**src/verilog/ref_prio_consts.svh**
```systemverilog
`ifndef REF_PRIO_CONSTS_SVH
`define REF_PRIO_CONSTS_SVH
`define ADDR_PRIO_11_12 8'h1d
`define ADDR_PRIO_13_14 8'h1e
`define RST_MAIN_11_12_MASTER 8'hdc
`define RST_MAIN_11_12_SLAVE 8'hd1
`define RST_AUX_11_12 8'h00
`define RST_MAIN_13_14 8'hfe
`define RST_AUX_13_14 8'h00
`define PRIO_MASTER 4'hc
`define PRIO_SLAVE 4'h1
`define PRIO_OFF 4'h0
`define NUM_INPUTS 4
`define FIRST_INPUT 4'hb
`endif

```
**src/verilog/ref_prio_pkg.sv**
```systemverilog
package ref_prio_pkg;
  typedef struct packed {
    logic [3:0] hi;
    logic [3:0] lo;
  } prio_pair_t;
  typedef struct packed {
    prio_pair_t p13_14;
    prio_pair_t p11_12;
  } prio_bank_t;
  typedef enum logic [1:0] {
    ph_hold = 2'b01,
    ph_run = 2'b10
  } phase_t;
  typedef struct packed {
    logic wr;
    logic rd;
    logic aux;
    logic [7:0] addr;
    logic [7:0] data;
  } host_req_t;
  typedef struct packed {
    logic valid;
    logic [3:0] index;
  } sel_result_t;
endpackage

```
**src/verilog/input_reference_priority_config.sv**
```systemverilog
`timescale 1ns/1ps
`include "ref_prio_consts.svh"
// Contract
// - Smaller nonzero priority ranks an input higher during automatic selection.
// - Priority zero excludes the input; one to fifteen are valid levels.
// - Bank select bit low: accesses reach the main timing path copy.
// - Bank select bit high: accesses reach the auxiliary timing path copy.
// - Input 11 main default is 12 with master strap, 1 with slave.
// - Address 1d: input 12 in bits 7:4, input 11 in bits 3:0.
// - Address 1e: inputs 14/13; resets fe main, 00 auxiliary.
module input_reference_priority_config
  import ref_prio_pkg::*;
(
  input wire logic sys_clk_in,
  input wire logic sys_rst_in,
  input wire logic master_slave_strap_in,
  input wire logic path_bank_select_in,
  input wire logic [7:0] addr_in,
  input wire logic wr_en_in,
  input wire logic rd_en_in,
  input wire logic [7:0] wr_data_in,
  output logic [7:0] rd_data_out,
  output logic main_sel_valid_out,
  output logic [3:0] main_sel_index_out,
  output logic aux_sel_valid_out,
  output logic [3:0] aux_sel_index_out
);
  host_req_t req;
  phase_t phase_q;
  phase_t phase_d;
  logic strap_load;
  logic [3:0] strap_prio;
  logic hit_a;
  logic hit_b;
  logic main_wr;
  logic aux_wr;
  prio_bank_t main_bank;
  prio_bank_t aux_bank;
  sel_result_t main_pick;
  sel_result_t aux_pick;
  logic [7:0] rd_word;

  assign req = '{wr: wr_en_in,
                 rd: rd_en_in,
                 aux: path_bank_select_in,
                 addr: addr_in,
                 data: wr_data_in};

  // Strap is taken once, on the first edge after reset is released
  always_comb begin
    phase_d = phase_q;
    case (phase_q)
      ph_hold: begin
        phase_d = ph_run;
      end
      ph_run: begin
        phase_d = ph_run;
      end
      default: begin
        phase_d = ph_hold;
      end
    endcase
  end

  always_ff @(posedge sys_clk_in) begin
    if (sys_rst_in) begin
      phase_q <= ph_hold;
    end else begin
      phase_q <= phase_d;
    end
  end

  assign strap_load = (phase_q == ph_hold);
  assign strap_prio = master_slave_strap_in ? `PRIO_MASTER
                                            : `PRIO_SLAVE;

  assign hit_a = (req.addr == `ADDR_PRIO_11_12);
  assign hit_b = (req.addr == `ADDR_PRIO_13_14);

  // Writes in the strap cycle are dropped on both paths
  assign main_wr = req.wr && !req.aux && !strap_load;
  assign aux_wr = req.wr && req.aux && !strap_load;

  prio_copy #(
    .RST_11_12(`RST_MAIN_11_12_SLAVE),
    .RST_13_14(`RST_MAIN_13_14),
    .USE_STRAP(1'b1)
  ) u_main_copy (
    .clk_in(sys_clk_in),
    .rst_in(sys_rst_in),
    .strap_load_in(strap_load),
    .strap_prio_in(strap_prio),
    .wr_in(main_wr),
    .hit_a_in(hit_a),
    .hit_b_in(hit_b),
    .data_in(req.data),
    .bank_out(main_bank)
  );

  prio_copy #(
    .RST_11_12(`RST_AUX_11_12),
    .RST_13_14(`RST_AUX_13_14),
    .USE_STRAP(1'b0)
  ) u_aux_copy (
    .clk_in(sys_clk_in),
    .rst_in(sys_rst_in),
    .strap_load_in(strap_load),
    .strap_prio_in(strap_prio),
    .wr_in(aux_wr),
    .hit_a_in(hit_a),
    .hit_b_in(hit_b),
    .data_in(req.data),
    .bank_out(aux_bank)
  );

  prio_rank #(
    .NUM_IN(`NUM_INPUTS),
    .FIRST(`FIRST_INPUT)
  ) u_main_rank (
    .prio_in({main_bank.p13_14, main_bank.p11_12}),
    .pick_out(main_pick)
  );

  prio_rank #(
    .NUM_IN(`NUM_INPUTS),
    .FIRST(`FIRST_INPUT)
  ) u_aux_rank (
    .prio_in({aux_bank.p13_14, aux_bank.p11_12}),
    .pick_out(aux_pick)
  );

  // Unmapped addresses read back as zero
  always_comb begin
    rd_word = 8'h00;
    if (hit_a) begin
      rd_word = req.aux ? aux_bank.p11_12 : main_bank.p11_12;
    end else if (hit_b) begin
      rd_word = req.aux ? aux_bank.p13_14 : main_bank.p13_14;
    end
  end

  always_ff @(posedge sys_clk_in) begin
    if (sys_rst_in) begin
      rd_data_out <= 8'h00;
    end else if (req.rd) begin
      rd_data_out <= rd_word;
    end
  end

  always_ff @(posedge sys_clk_in) begin
    if (sys_rst_in) begin
      main_sel_valid_out <= 1'b0;
      main_sel_index_out <= 4'h0;
    end else begin
      main_sel_valid_out <= main_pick.valid;
      main_sel_index_out <= main_pick.index;
    end
  end

  always_ff @(posedge sys_clk_in) begin
    if (sys_rst_in) begin
      aux_sel_valid_out <= 1'b0;
      aux_sel_index_out <= 4'h0;
    end else begin
      aux_sel_valid_out <= aux_pick.valid;
      aux_sel_index_out <= aux_pick.index;
    end
  end
endmodule

// One path's copy of the four priority fields
module prio_copy
  import ref_prio_pkg::*;
#(
  parameter logic [7:0] RST_11_12 = 8'h00,
  parameter logic [7:0] RST_13_14 = 8'h00,
  parameter logic USE_STRAP = 1'b0
) (
  input wire logic clk_in,
  input wire logic rst_in,
  input wire logic strap_load_in,
  input wire logic [3:0] strap_prio_in,
  input wire logic wr_in,
  input wire logic hit_a_in,
  input wire logic hit_b_in,
  input wire logic [7:0] data_in,
  output prio_bank_t bank_out
);
  prio_bank_t bank_q;

  assign bank_out = bank_q;

  always_ff @(posedge clk_in) begin
    if (rst_in) begin
      bank_q.p11_12 <= RST_11_12;
      bank_q.p13_14 <= RST_13_14;
    end else if (USE_STRAP && strap_load_in) begin
      bank_q.p11_12.lo <= strap_prio_in;
    end else if (wr_in) begin
      if (hit_a_in) begin
        bank_q.p11_12 <= data_in;
      end
      if (hit_b_in) begin
        bank_q.p13_14 <= data_in;
      end
    end
  end
endmodule

// Picks the winning input of one path
module prio_rank
  import ref_prio_pkg::*;
#(
  parameter int NUM_IN = 4,
  parameter logic [3:0] FIRST = 4'hb
) (
  input wire logic [4*NUM_IN-1:0] prio_in,
  output sel_result_t pick_out
);
  logic [3:0] best;
  logic [3:0] idx;
  logic found;

  // Lowest nonzero value wins; a tie goes to the lower input number
  always_comb begin
    best = 4'hf;
    idx = 4'h0;
    found = 1'b0;
    for (int i = 0; i < NUM_IN; i++) begin
      if (prio_in[i*4 +: 4] != `PRIO_OFF &&
          (!found || prio_in[i*4 +: 4] < best)) begin
        best = prio_in[i*4 +: 4];
        idx = 4'(i) + FIRST;
        found = 1'b1;
      end
    end
    pick_out.valid = found;
    pick_out.index = idx;
  end
endmodule

```
**config.mk**
```make
export PLATFORM = sky130hd
export DESIGN_NAME = input_reference_priority_config
export DESIGN_NICKNAME = d
export VERILOG_FILES = /design/src/verilog/ref_prio_pkg.sv /design/src/verilog/input_reference_priority_config.sv
export VERILOG_INCLUDE_DIRS = /design/src /design/src/verilog
export SDC_FILE = /design/constraint.sdc
export NUM_CORES = 1
export LEC_CHECK = 0
export BUFFER_PORTS_ARGS = -buffer_cell sky130_fd_sc_hd__buf_2
export CAP_MARGIN = 20
export CORE_ASPECT_RATIO = 0.5
export CORE_MARGIN = 2
export CORE_UTILIZATION = 34
export CTS_BUF_LIST = sky130_fd_sc_hd__clkbuf_8
export CTS_CLUSTER_SIZE = 30
export DETAILED_ROUTE_END_ITERATION = 10
export SYNTH_ARGS = -nofsm -noshare
export SYNTH_HDL_FRONTEND = slang
export SYNTH_SLANG_ARGS = --single-unit
```
**constraint.sdc**
```tcl
create_clock -name sys_clk_in -period 5.52 [get_ports sys_clk_in]
set_input_delay 0.552 -clock sys_clk_in [delete_from_list [all_inputs] [get_ports sys_clk_in]]
set_output_delay 0.552 -clock sys_clk_in [all_outputs]
set_load 0.02 [all_outputs]
```
# --- Word level (Yosys, flattened, before mapping) ---
# Cells that the tools add are included.
word_totals:
  output_inout_bits: 18
  latchBits: 0
  mem_count: 0
  rom_bits: 0
  register_bits: 52
  ram_bits: 0
  elab_cells: 100
  in_bits: 22
op_classes:
  mux: 31
  eq_ne: 4
  shift: 0
  n_mul: 0
  magnitude_cmp: 6
  addsub: 0
  n_bitwise: 1
  div_mod_pow: 0
  reduce_logical: 42
ops:
  columns: ["operator", "n"]
  rows:
  - ["4-bit 2-to-1 mux", 18]
  - ["8-bit 2-to-1 mux", 4]
  - ["4-bit nonzero test", 8]
  - ["4-bit less-than comparator", 6]
  - ["8-bit by 5-bit equality test with 1-bit output, second input constant", 2]
  - ["1-bit logical AND", 10]
  - ["1-bit logical NOT", 8]
  - ["1-bit 2-to-1 mux", 8]
  - ["1-bit logical OR", 6]
  - ["2-bit AND reduction", 3]
  - ["3-bit AND reduction", 2]
  - ["2-bit OR reduction", 3]
  - ["2-bit nonzero test", 2]
  - ["2-bit by 1-bit equality test with 1-bit output, second input constant", 1]
  - ["2-bit equality test, second input constant", 1]
  - ["2-bit 2-to-1 mux", 1]
  - ["1-bit NOT", 1]

# --- Longest topological paths before layout ---
depth:
  depth_word: 14
  ltp_mapped: 25

# --- By module ---
# Synthesis repeated with hierarchy kept, for this count alone.
unflattened:
  cells_unflattened: 437
  hier_area_um2: 3761.1
by_module_without_submodules:
  columns: ["module", "cells_per_inst", "seq_area_each_um2", "n_inst", "area_per_inst_um2"]
  rows:
  - ["prio_rank", 103, 0.0, 2, 708.2]
  - ["input_reference_priority_config", 93, 400.4, 1, 984.7]
  - ["prio_copy at u_main_copy", 75, 320.3, 1, 685.7]
  - ["prio_copy at u_aux_copy", 63, 320.3, 1, 674.4]

# --- Worst setup path after synthesis ---
# OpenSTA, ideal clock, no wires.
synth_timing:
  path_kind: "register to register"
  from: "register u_aux_copy.bank_q (netlist bit u_aux_copy.bank_out[0])"
  to: "register aux_sel_index_out[0]"
  t_required_ns: 5.404
  setup_slack_ns: 0.626
  setup_time_ns: 0.116
  n_path_buf: 1
  period_less_slack_ns: 4.894
  stages_incl_launch_ff: 24
  arrival_time_ns: 4.778
  cell_sequence: "dfxtp_1 buf_2 nor4_2 nor2_1 ha_1 a211o_1 or3_1 nand2_1 nor2_1 o21ai_0 ha_1 o21a_1 o21ai_0 nand2_1 o21ai_0 nand2b_1 mux2_1 ha_1 a2111oi_0 nand4b_1 a21oi_1 o21ba_2 a31oi_1 o211a_1"
synth_between:
  elab_chain_cells: 14
synth_lines:
  columns: ["element", "line", "source"]
  rows:
  - ["start: declaration", "input_reference_priority_config.sv:189", "prio_bank_t bank_q;"]
  - ["4-bit nonzero test (no line)", null, null]
  - ["4-bit 2-to-1 mux or 1-bit 2-to-1 mux (tied branches)", "input_reference_priority_config.sv:230", "if (prio_in[i*4 +: 4] != `PRIO_OFF &&"]
  - ["4-bit less-than comparator or 1-bit logical NOT (tied branches)", "input_reference_priority_config.sv:231", "(!found || prio_in[i*4 +: 4] < best)) begin"]
  - ["1-bit logical OR", "input_reference_priority_config.sv:231", null]
  - ["1-bit logical AND", "input_reference_priority_config.sv:230", null]
  - ["4-bit 2-to-1 mux or 1-bit 2-to-1 mux (tied branches)", "input_reference_priority_config.sv:230", null]
  - ["4-bit less-than comparator or 1-bit logical NOT (tied branches)", "input_reference_priority_config.sv:231", null]
  - ["1-bit logical OR", "input_reference_priority_config.sv:231", null]
  - ["1-bit logical AND", "input_reference_priority_config.sv:230", null]
  - ["4-bit 2-to-1 mux or 1-bit 2-to-1 mux (tied branches)", "input_reference_priority_config.sv:230", null]
  - ["4-bit less-than comparator or 1-bit logical NOT (tied branches)", "input_reference_priority_config.sv:231", null]
  - ["1-bit logical OR", "input_reference_priority_config.sv:231", null]
  - ["1-bit logical AND", "input_reference_priority_config.sv:230", null]
  - ["2-bit OR reduction (no line)", null, null]
  - ["end signal: assignment", "input_reference_priority_config.sv:166", "aux_sel_index_out <= aux_pick.index;"]
  - ["end: declaration", "input_reference_priority_config.sv:26", "output logic [3:0] aux_sel_index_out"]
# Parallel ways exist; a longest one is shown, timed or not.
# A chain may end at the register's enable or synchronous reset.

# --- Final worst setup path ---
layout_timing:
  from: "register u_main_copy.bank_q (netlist bit u_main_copy.bank_out[3])"
  to: "register main_sel_index_out[0]"
layout_between:
  elab_chain_cells: 14
layout_lines:
  columns: ["element", "line", "source"]
  rows:
  - ["start: declaration", "input_reference_priority_config.sv:189", null]
  - ["4-bit nonzero test (no line)", null, null]
  - ["4-bit 2-to-1 mux or 1-bit 2-to-1 mux (tied branches)", "input_reference_priority_config.sv:230", null]
  - ["4-bit less-than comparator or 1-bit logical NOT (tied branches)", "input_reference_priority_config.sv:231", null]
  - ["1-bit logical OR", "input_reference_priority_config.sv:231", null]
  - ["1-bit logical AND", "input_reference_priority_config.sv:230", null]
  - ["4-bit 2-to-1 mux or 1-bit 2-to-1 mux (tied branches)", "input_reference_priority_config.sv:230", null]
  - ["4-bit less-than comparator or 1-bit logical NOT (tied branches)", "input_reference_priority_config.sv:231", null]
  - ["1-bit logical OR", "input_reference_priority_config.sv:231", null]
  - ["1-bit logical AND", "input_reference_priority_config.sv:230", null]
  - ["4-bit 2-to-1 mux or 1-bit 2-to-1 mux (tied branches)", "input_reference_priority_config.sv:230", null]
  - ["4-bit less-than comparator or 1-bit logical NOT (tied branches)", "input_reference_priority_config.sv:231", null]
  - ["1-bit logical OR", "input_reference_priority_config.sv:231", null]
  - ["1-bit logical AND", "input_reference_priority_config.sv:230", null]
  - ["2-bit OR reduction (no line)", null, null]
  - ["end signal: assignment", "input_reference_priority_config.sv:156", "main_sel_index_out <= main_pick.index;"]
  - ["end: declaration", "input_reference_priority_config.sv:24", "output logic [3:0] main_sel_index_out,"]
# Parallel ways exist; a longest one is shown, timed or not.

==> flow_summary.yaml <==
placed_design:
  place_hpwl_um: 6080
  post-place-ws_ns: 0.353
  gp_congestion: 0.861
  io_buffers: 39
synthesis:
  seq_area_frac_synth_pct: 32.8
  synth_area_leaders: "dfxtp_1, mux2i_1, nor2_1, ha_1, o21ai_0"
  yosysMostFrequentCell: "nor2_1"
  yosysWarnings: 0
  synth_ff_type: "dfxtp_1"
  yosys.area.top_type: "dfxtp_1"
  synth_area_per_cell_um2: 8.58
  synth-edff-count: 0
  synth_fp_nets: 407
  ys_top_cells_by_count: "nor2_1, dfxtp_1, mux2i_1"
  async_flop_share_pct: 0
  ys_seq_elements: 52
  netlist_area_um2: 3170
  synthCells: 370
  yosysTopAreaCellShare_pct: 32.8
  synth_cell_types: 63
setup_path:
  critPathKind: "reg2reg"
  cp.arrival_ns: 5.30
  path_max_fanout: 8
  worst_setup_path_start_kind: "flop"
  endpoint_kind: "flop"
  critPathRequiredTime_ns: 5.75
sta:
  timing.slew.headroom_pct: 49.4
  max_freq_mhz: 197
  fin_crit_sh_pct: 91.8
  max_slew.worst_pin.slew_ns: 0.759
  timing.final.max_slew_violations: 0
  worst_clock_skew_ns: 0.0154
  fin_ws_ns: 0.453
  period_needed_ns: 5.07
  finalSetupViolCount: 0
  final.setup.tns_ns: 0
  rsz0062_at_grt: "false"
  hold_viol: 0
cts:
  cts_tree: "yes"
  root_buffer: "clkbuf_8"
  clock-sinks: 52
  cts_buffer_depth: 2
  htree_levels: 2
  cts_setup_buffers: 0
  clk_pin_slew_ns: 0.11
  clk_latency_ns: 0.32
  cts_buffers: 5
floorplanning:
  chipHeight_um: 72.3
  die-area_um2: 10200
  rows: 24
  coreArea_um2: 8890
  start_util_pct: 35.7
  fp.dieW_um: 141
  io_pins: 40
pwr:
  powerDensity_nw_per_um2: 447
  leakagePower_nw: 1.72
  ir_drop_mv: 0.281
finish:
  synthToLayoutAreaGrowth_pct: 12.3
  regArea_um2: 1040
  multiInputGateArea_um2: 2010
  nets: 441
  drive_gt1_share_pct: 18.5
  fillers: 904
  n_antenna_cell: 0
global_route:
  grt_pass1_vias: 2638
  antenna_found_initial: 0
  use_met2_pct: 26.4
  use_met3_pct: 2.71
  grt_util_met1_pct: 24.2
  top_usage_layer: "met2"
  grt_pass1_wl_um: 13600
  grt_max_degree: 40
  grt_overflow: 0
  grtUsageTotal_pct: 16.9
route:
  viasPerCell: 5.40
  drt-total-wl_um: 8260
  drt_iter0_markers: 258
  wire_per_inst_um: 15.8
  drtPass1Iterations: 4
  drc: 0
  final_antenna_net_count: 0
  vias: 2817
hold_path:
  hold_path.class: "reg2reg"
outcome:
  status: "finished, final reports clean"
run:
  drv_cap: 0
report_power, final:
part,switching [W],internal [W],total (W)
Clock,0.000143,0.0000937,0.000237
Combinational,0.000482,0.000448,0.000930
Sequential,0.0000189,0.000408,0.000427
Total,0.000644,0.000949,0.00159
per-layer routing:
metal	part of all wire, %	routed length (um)
met5	0	0
met4	1.7	144
met3	3.2	264
met2	43	3540
met1	52	4320
registers in the layout, summed over array words and instances (netlist names):
name	cells
phase_q	2
main_sel_valid_out	1
main_sel_index_out	4
aux_sel_index_out	4
rd_data_out	8
aux_sel_valid_out	1
u_main_copy.bank_out	16
u_aux_copy.bank_out	16
cell families after synthesis:
group | count (synthesis) | share of synthesized area [%]
AOI/OAI and AO/OA | 99 | 21.3
muxes | 43 | 13.7
buffers and inverters | 28 | 4.06
xor gates and xnor gates | 1 | 0.276
and+or+nand+nor | 132 | 21.9
adders and majority gates | 15 | 5.91
DFF | 52 | 32.8
cell type report:
class	count	area share (%)
clock buffer	5	1.93
clock inverter	3	0.737
inverter	11	1.16
multi-input combinational	290	56.3
sequential	52	29.2
tap	117	4.11
timing repair buffer	44	6.53
per-stage QoR:
stage	cell area [um2]	cells	total power [W]	hold WS, ns	utilization [%]
after floorplan	3170	370	0.00118	0.491	-
after detailed placement	3460	514	0.00135	0.476	39.0
after CTS	3560	522	0.00159	0.503	40.0
after global routing	3560	522	0.00172	0.541	40.1
after global placement	3460	514	0.00135	0.474	39.0
final	3560	522	0.00159	0.499	40.1
final timing paths:
kind / to / slack [ns] / startpoint / depth (start not counted)
setup / recovery: main_sel_index_out[0] / 0.45 / u_main_copy.bank_out[3] / 23
hold / removal: rd_data_out[1] / 0.50 / rd_data_out[1] / 2
setup reg to reg: main_sel_index_out[0] / 0.45 / u_main_copy.bank_out[3] / 23
hold reg to reg: rd_data_out[1] / 0.50 / rd_data_out[1] / 2
placed cells by master (no fill, tap or decap), drive strengths merged, types with 3 or more instances in the layout:
| cell | Yosys | final |
|---|---|---|
| nor4 | 8 | 8 |
| a21oi | 20 | 20 |
| a31o | 3 | 3 |
| a211oi | 5 | 5 |
| mux2 | 3 | 3 |
| clkbuf | 8 | 5 |
| inv | 11 | 13 |
| o211ai | 3 | 3 |
| a31oi | 6 | 6 |
| nand2 | 26 | 26 |
| dfxtp | 52 | 52 |
| buf | 9 | 44 |
| ha | 15 | 15 |
| nand2b | 4 | 4 |
| o21ai | 24 | 24 |
| mux2i | 40 | 40 |
| nor3 | 5 | 5 |
| or2 | 3 | 3 |
| o21a | 8 | 8 |
| a211o | 3 | 3 |
| nor2b | 4 | 4 |
| nand3 | 6 | 6 |
| a21o | 4 | 4 |
| nor2 | 56 | 56 |
| o221ai | 8 | 8 |
timing repair:
action / 4_1_cts / 5_1_grt
endpoints found under the setup margin: 0 / 5
hold buffers: 0 / 0
resized for setup: 0 / 5
critical path: stages, from the launching register on:
cell and delay (ns):
dfxtp_1 0.50, nor4_2 0.10, nor2_1 0.14, ha_1 0.20, nor2_1 0.07, o21a_1 0.13, a311oi_2 0.38, a31o_2 0.26
mux2i_1 0.26, ha_1 0.30, a21o_2 0.22, a211oi_1 0.33, o31ai_2 0.15, o21ai_0 0.20, a211o_1 0.19, nor2b_4 0.20
o21a_1 0.14, ha_1 0.23, o21a_1 0.17, o21a_1 0.16, o22ai_1 0.14, a31oi_1 0.07, a211o_1 0.32, o211a_1 0.13
No activity file was read; power rests on OpenSTA's default activity.
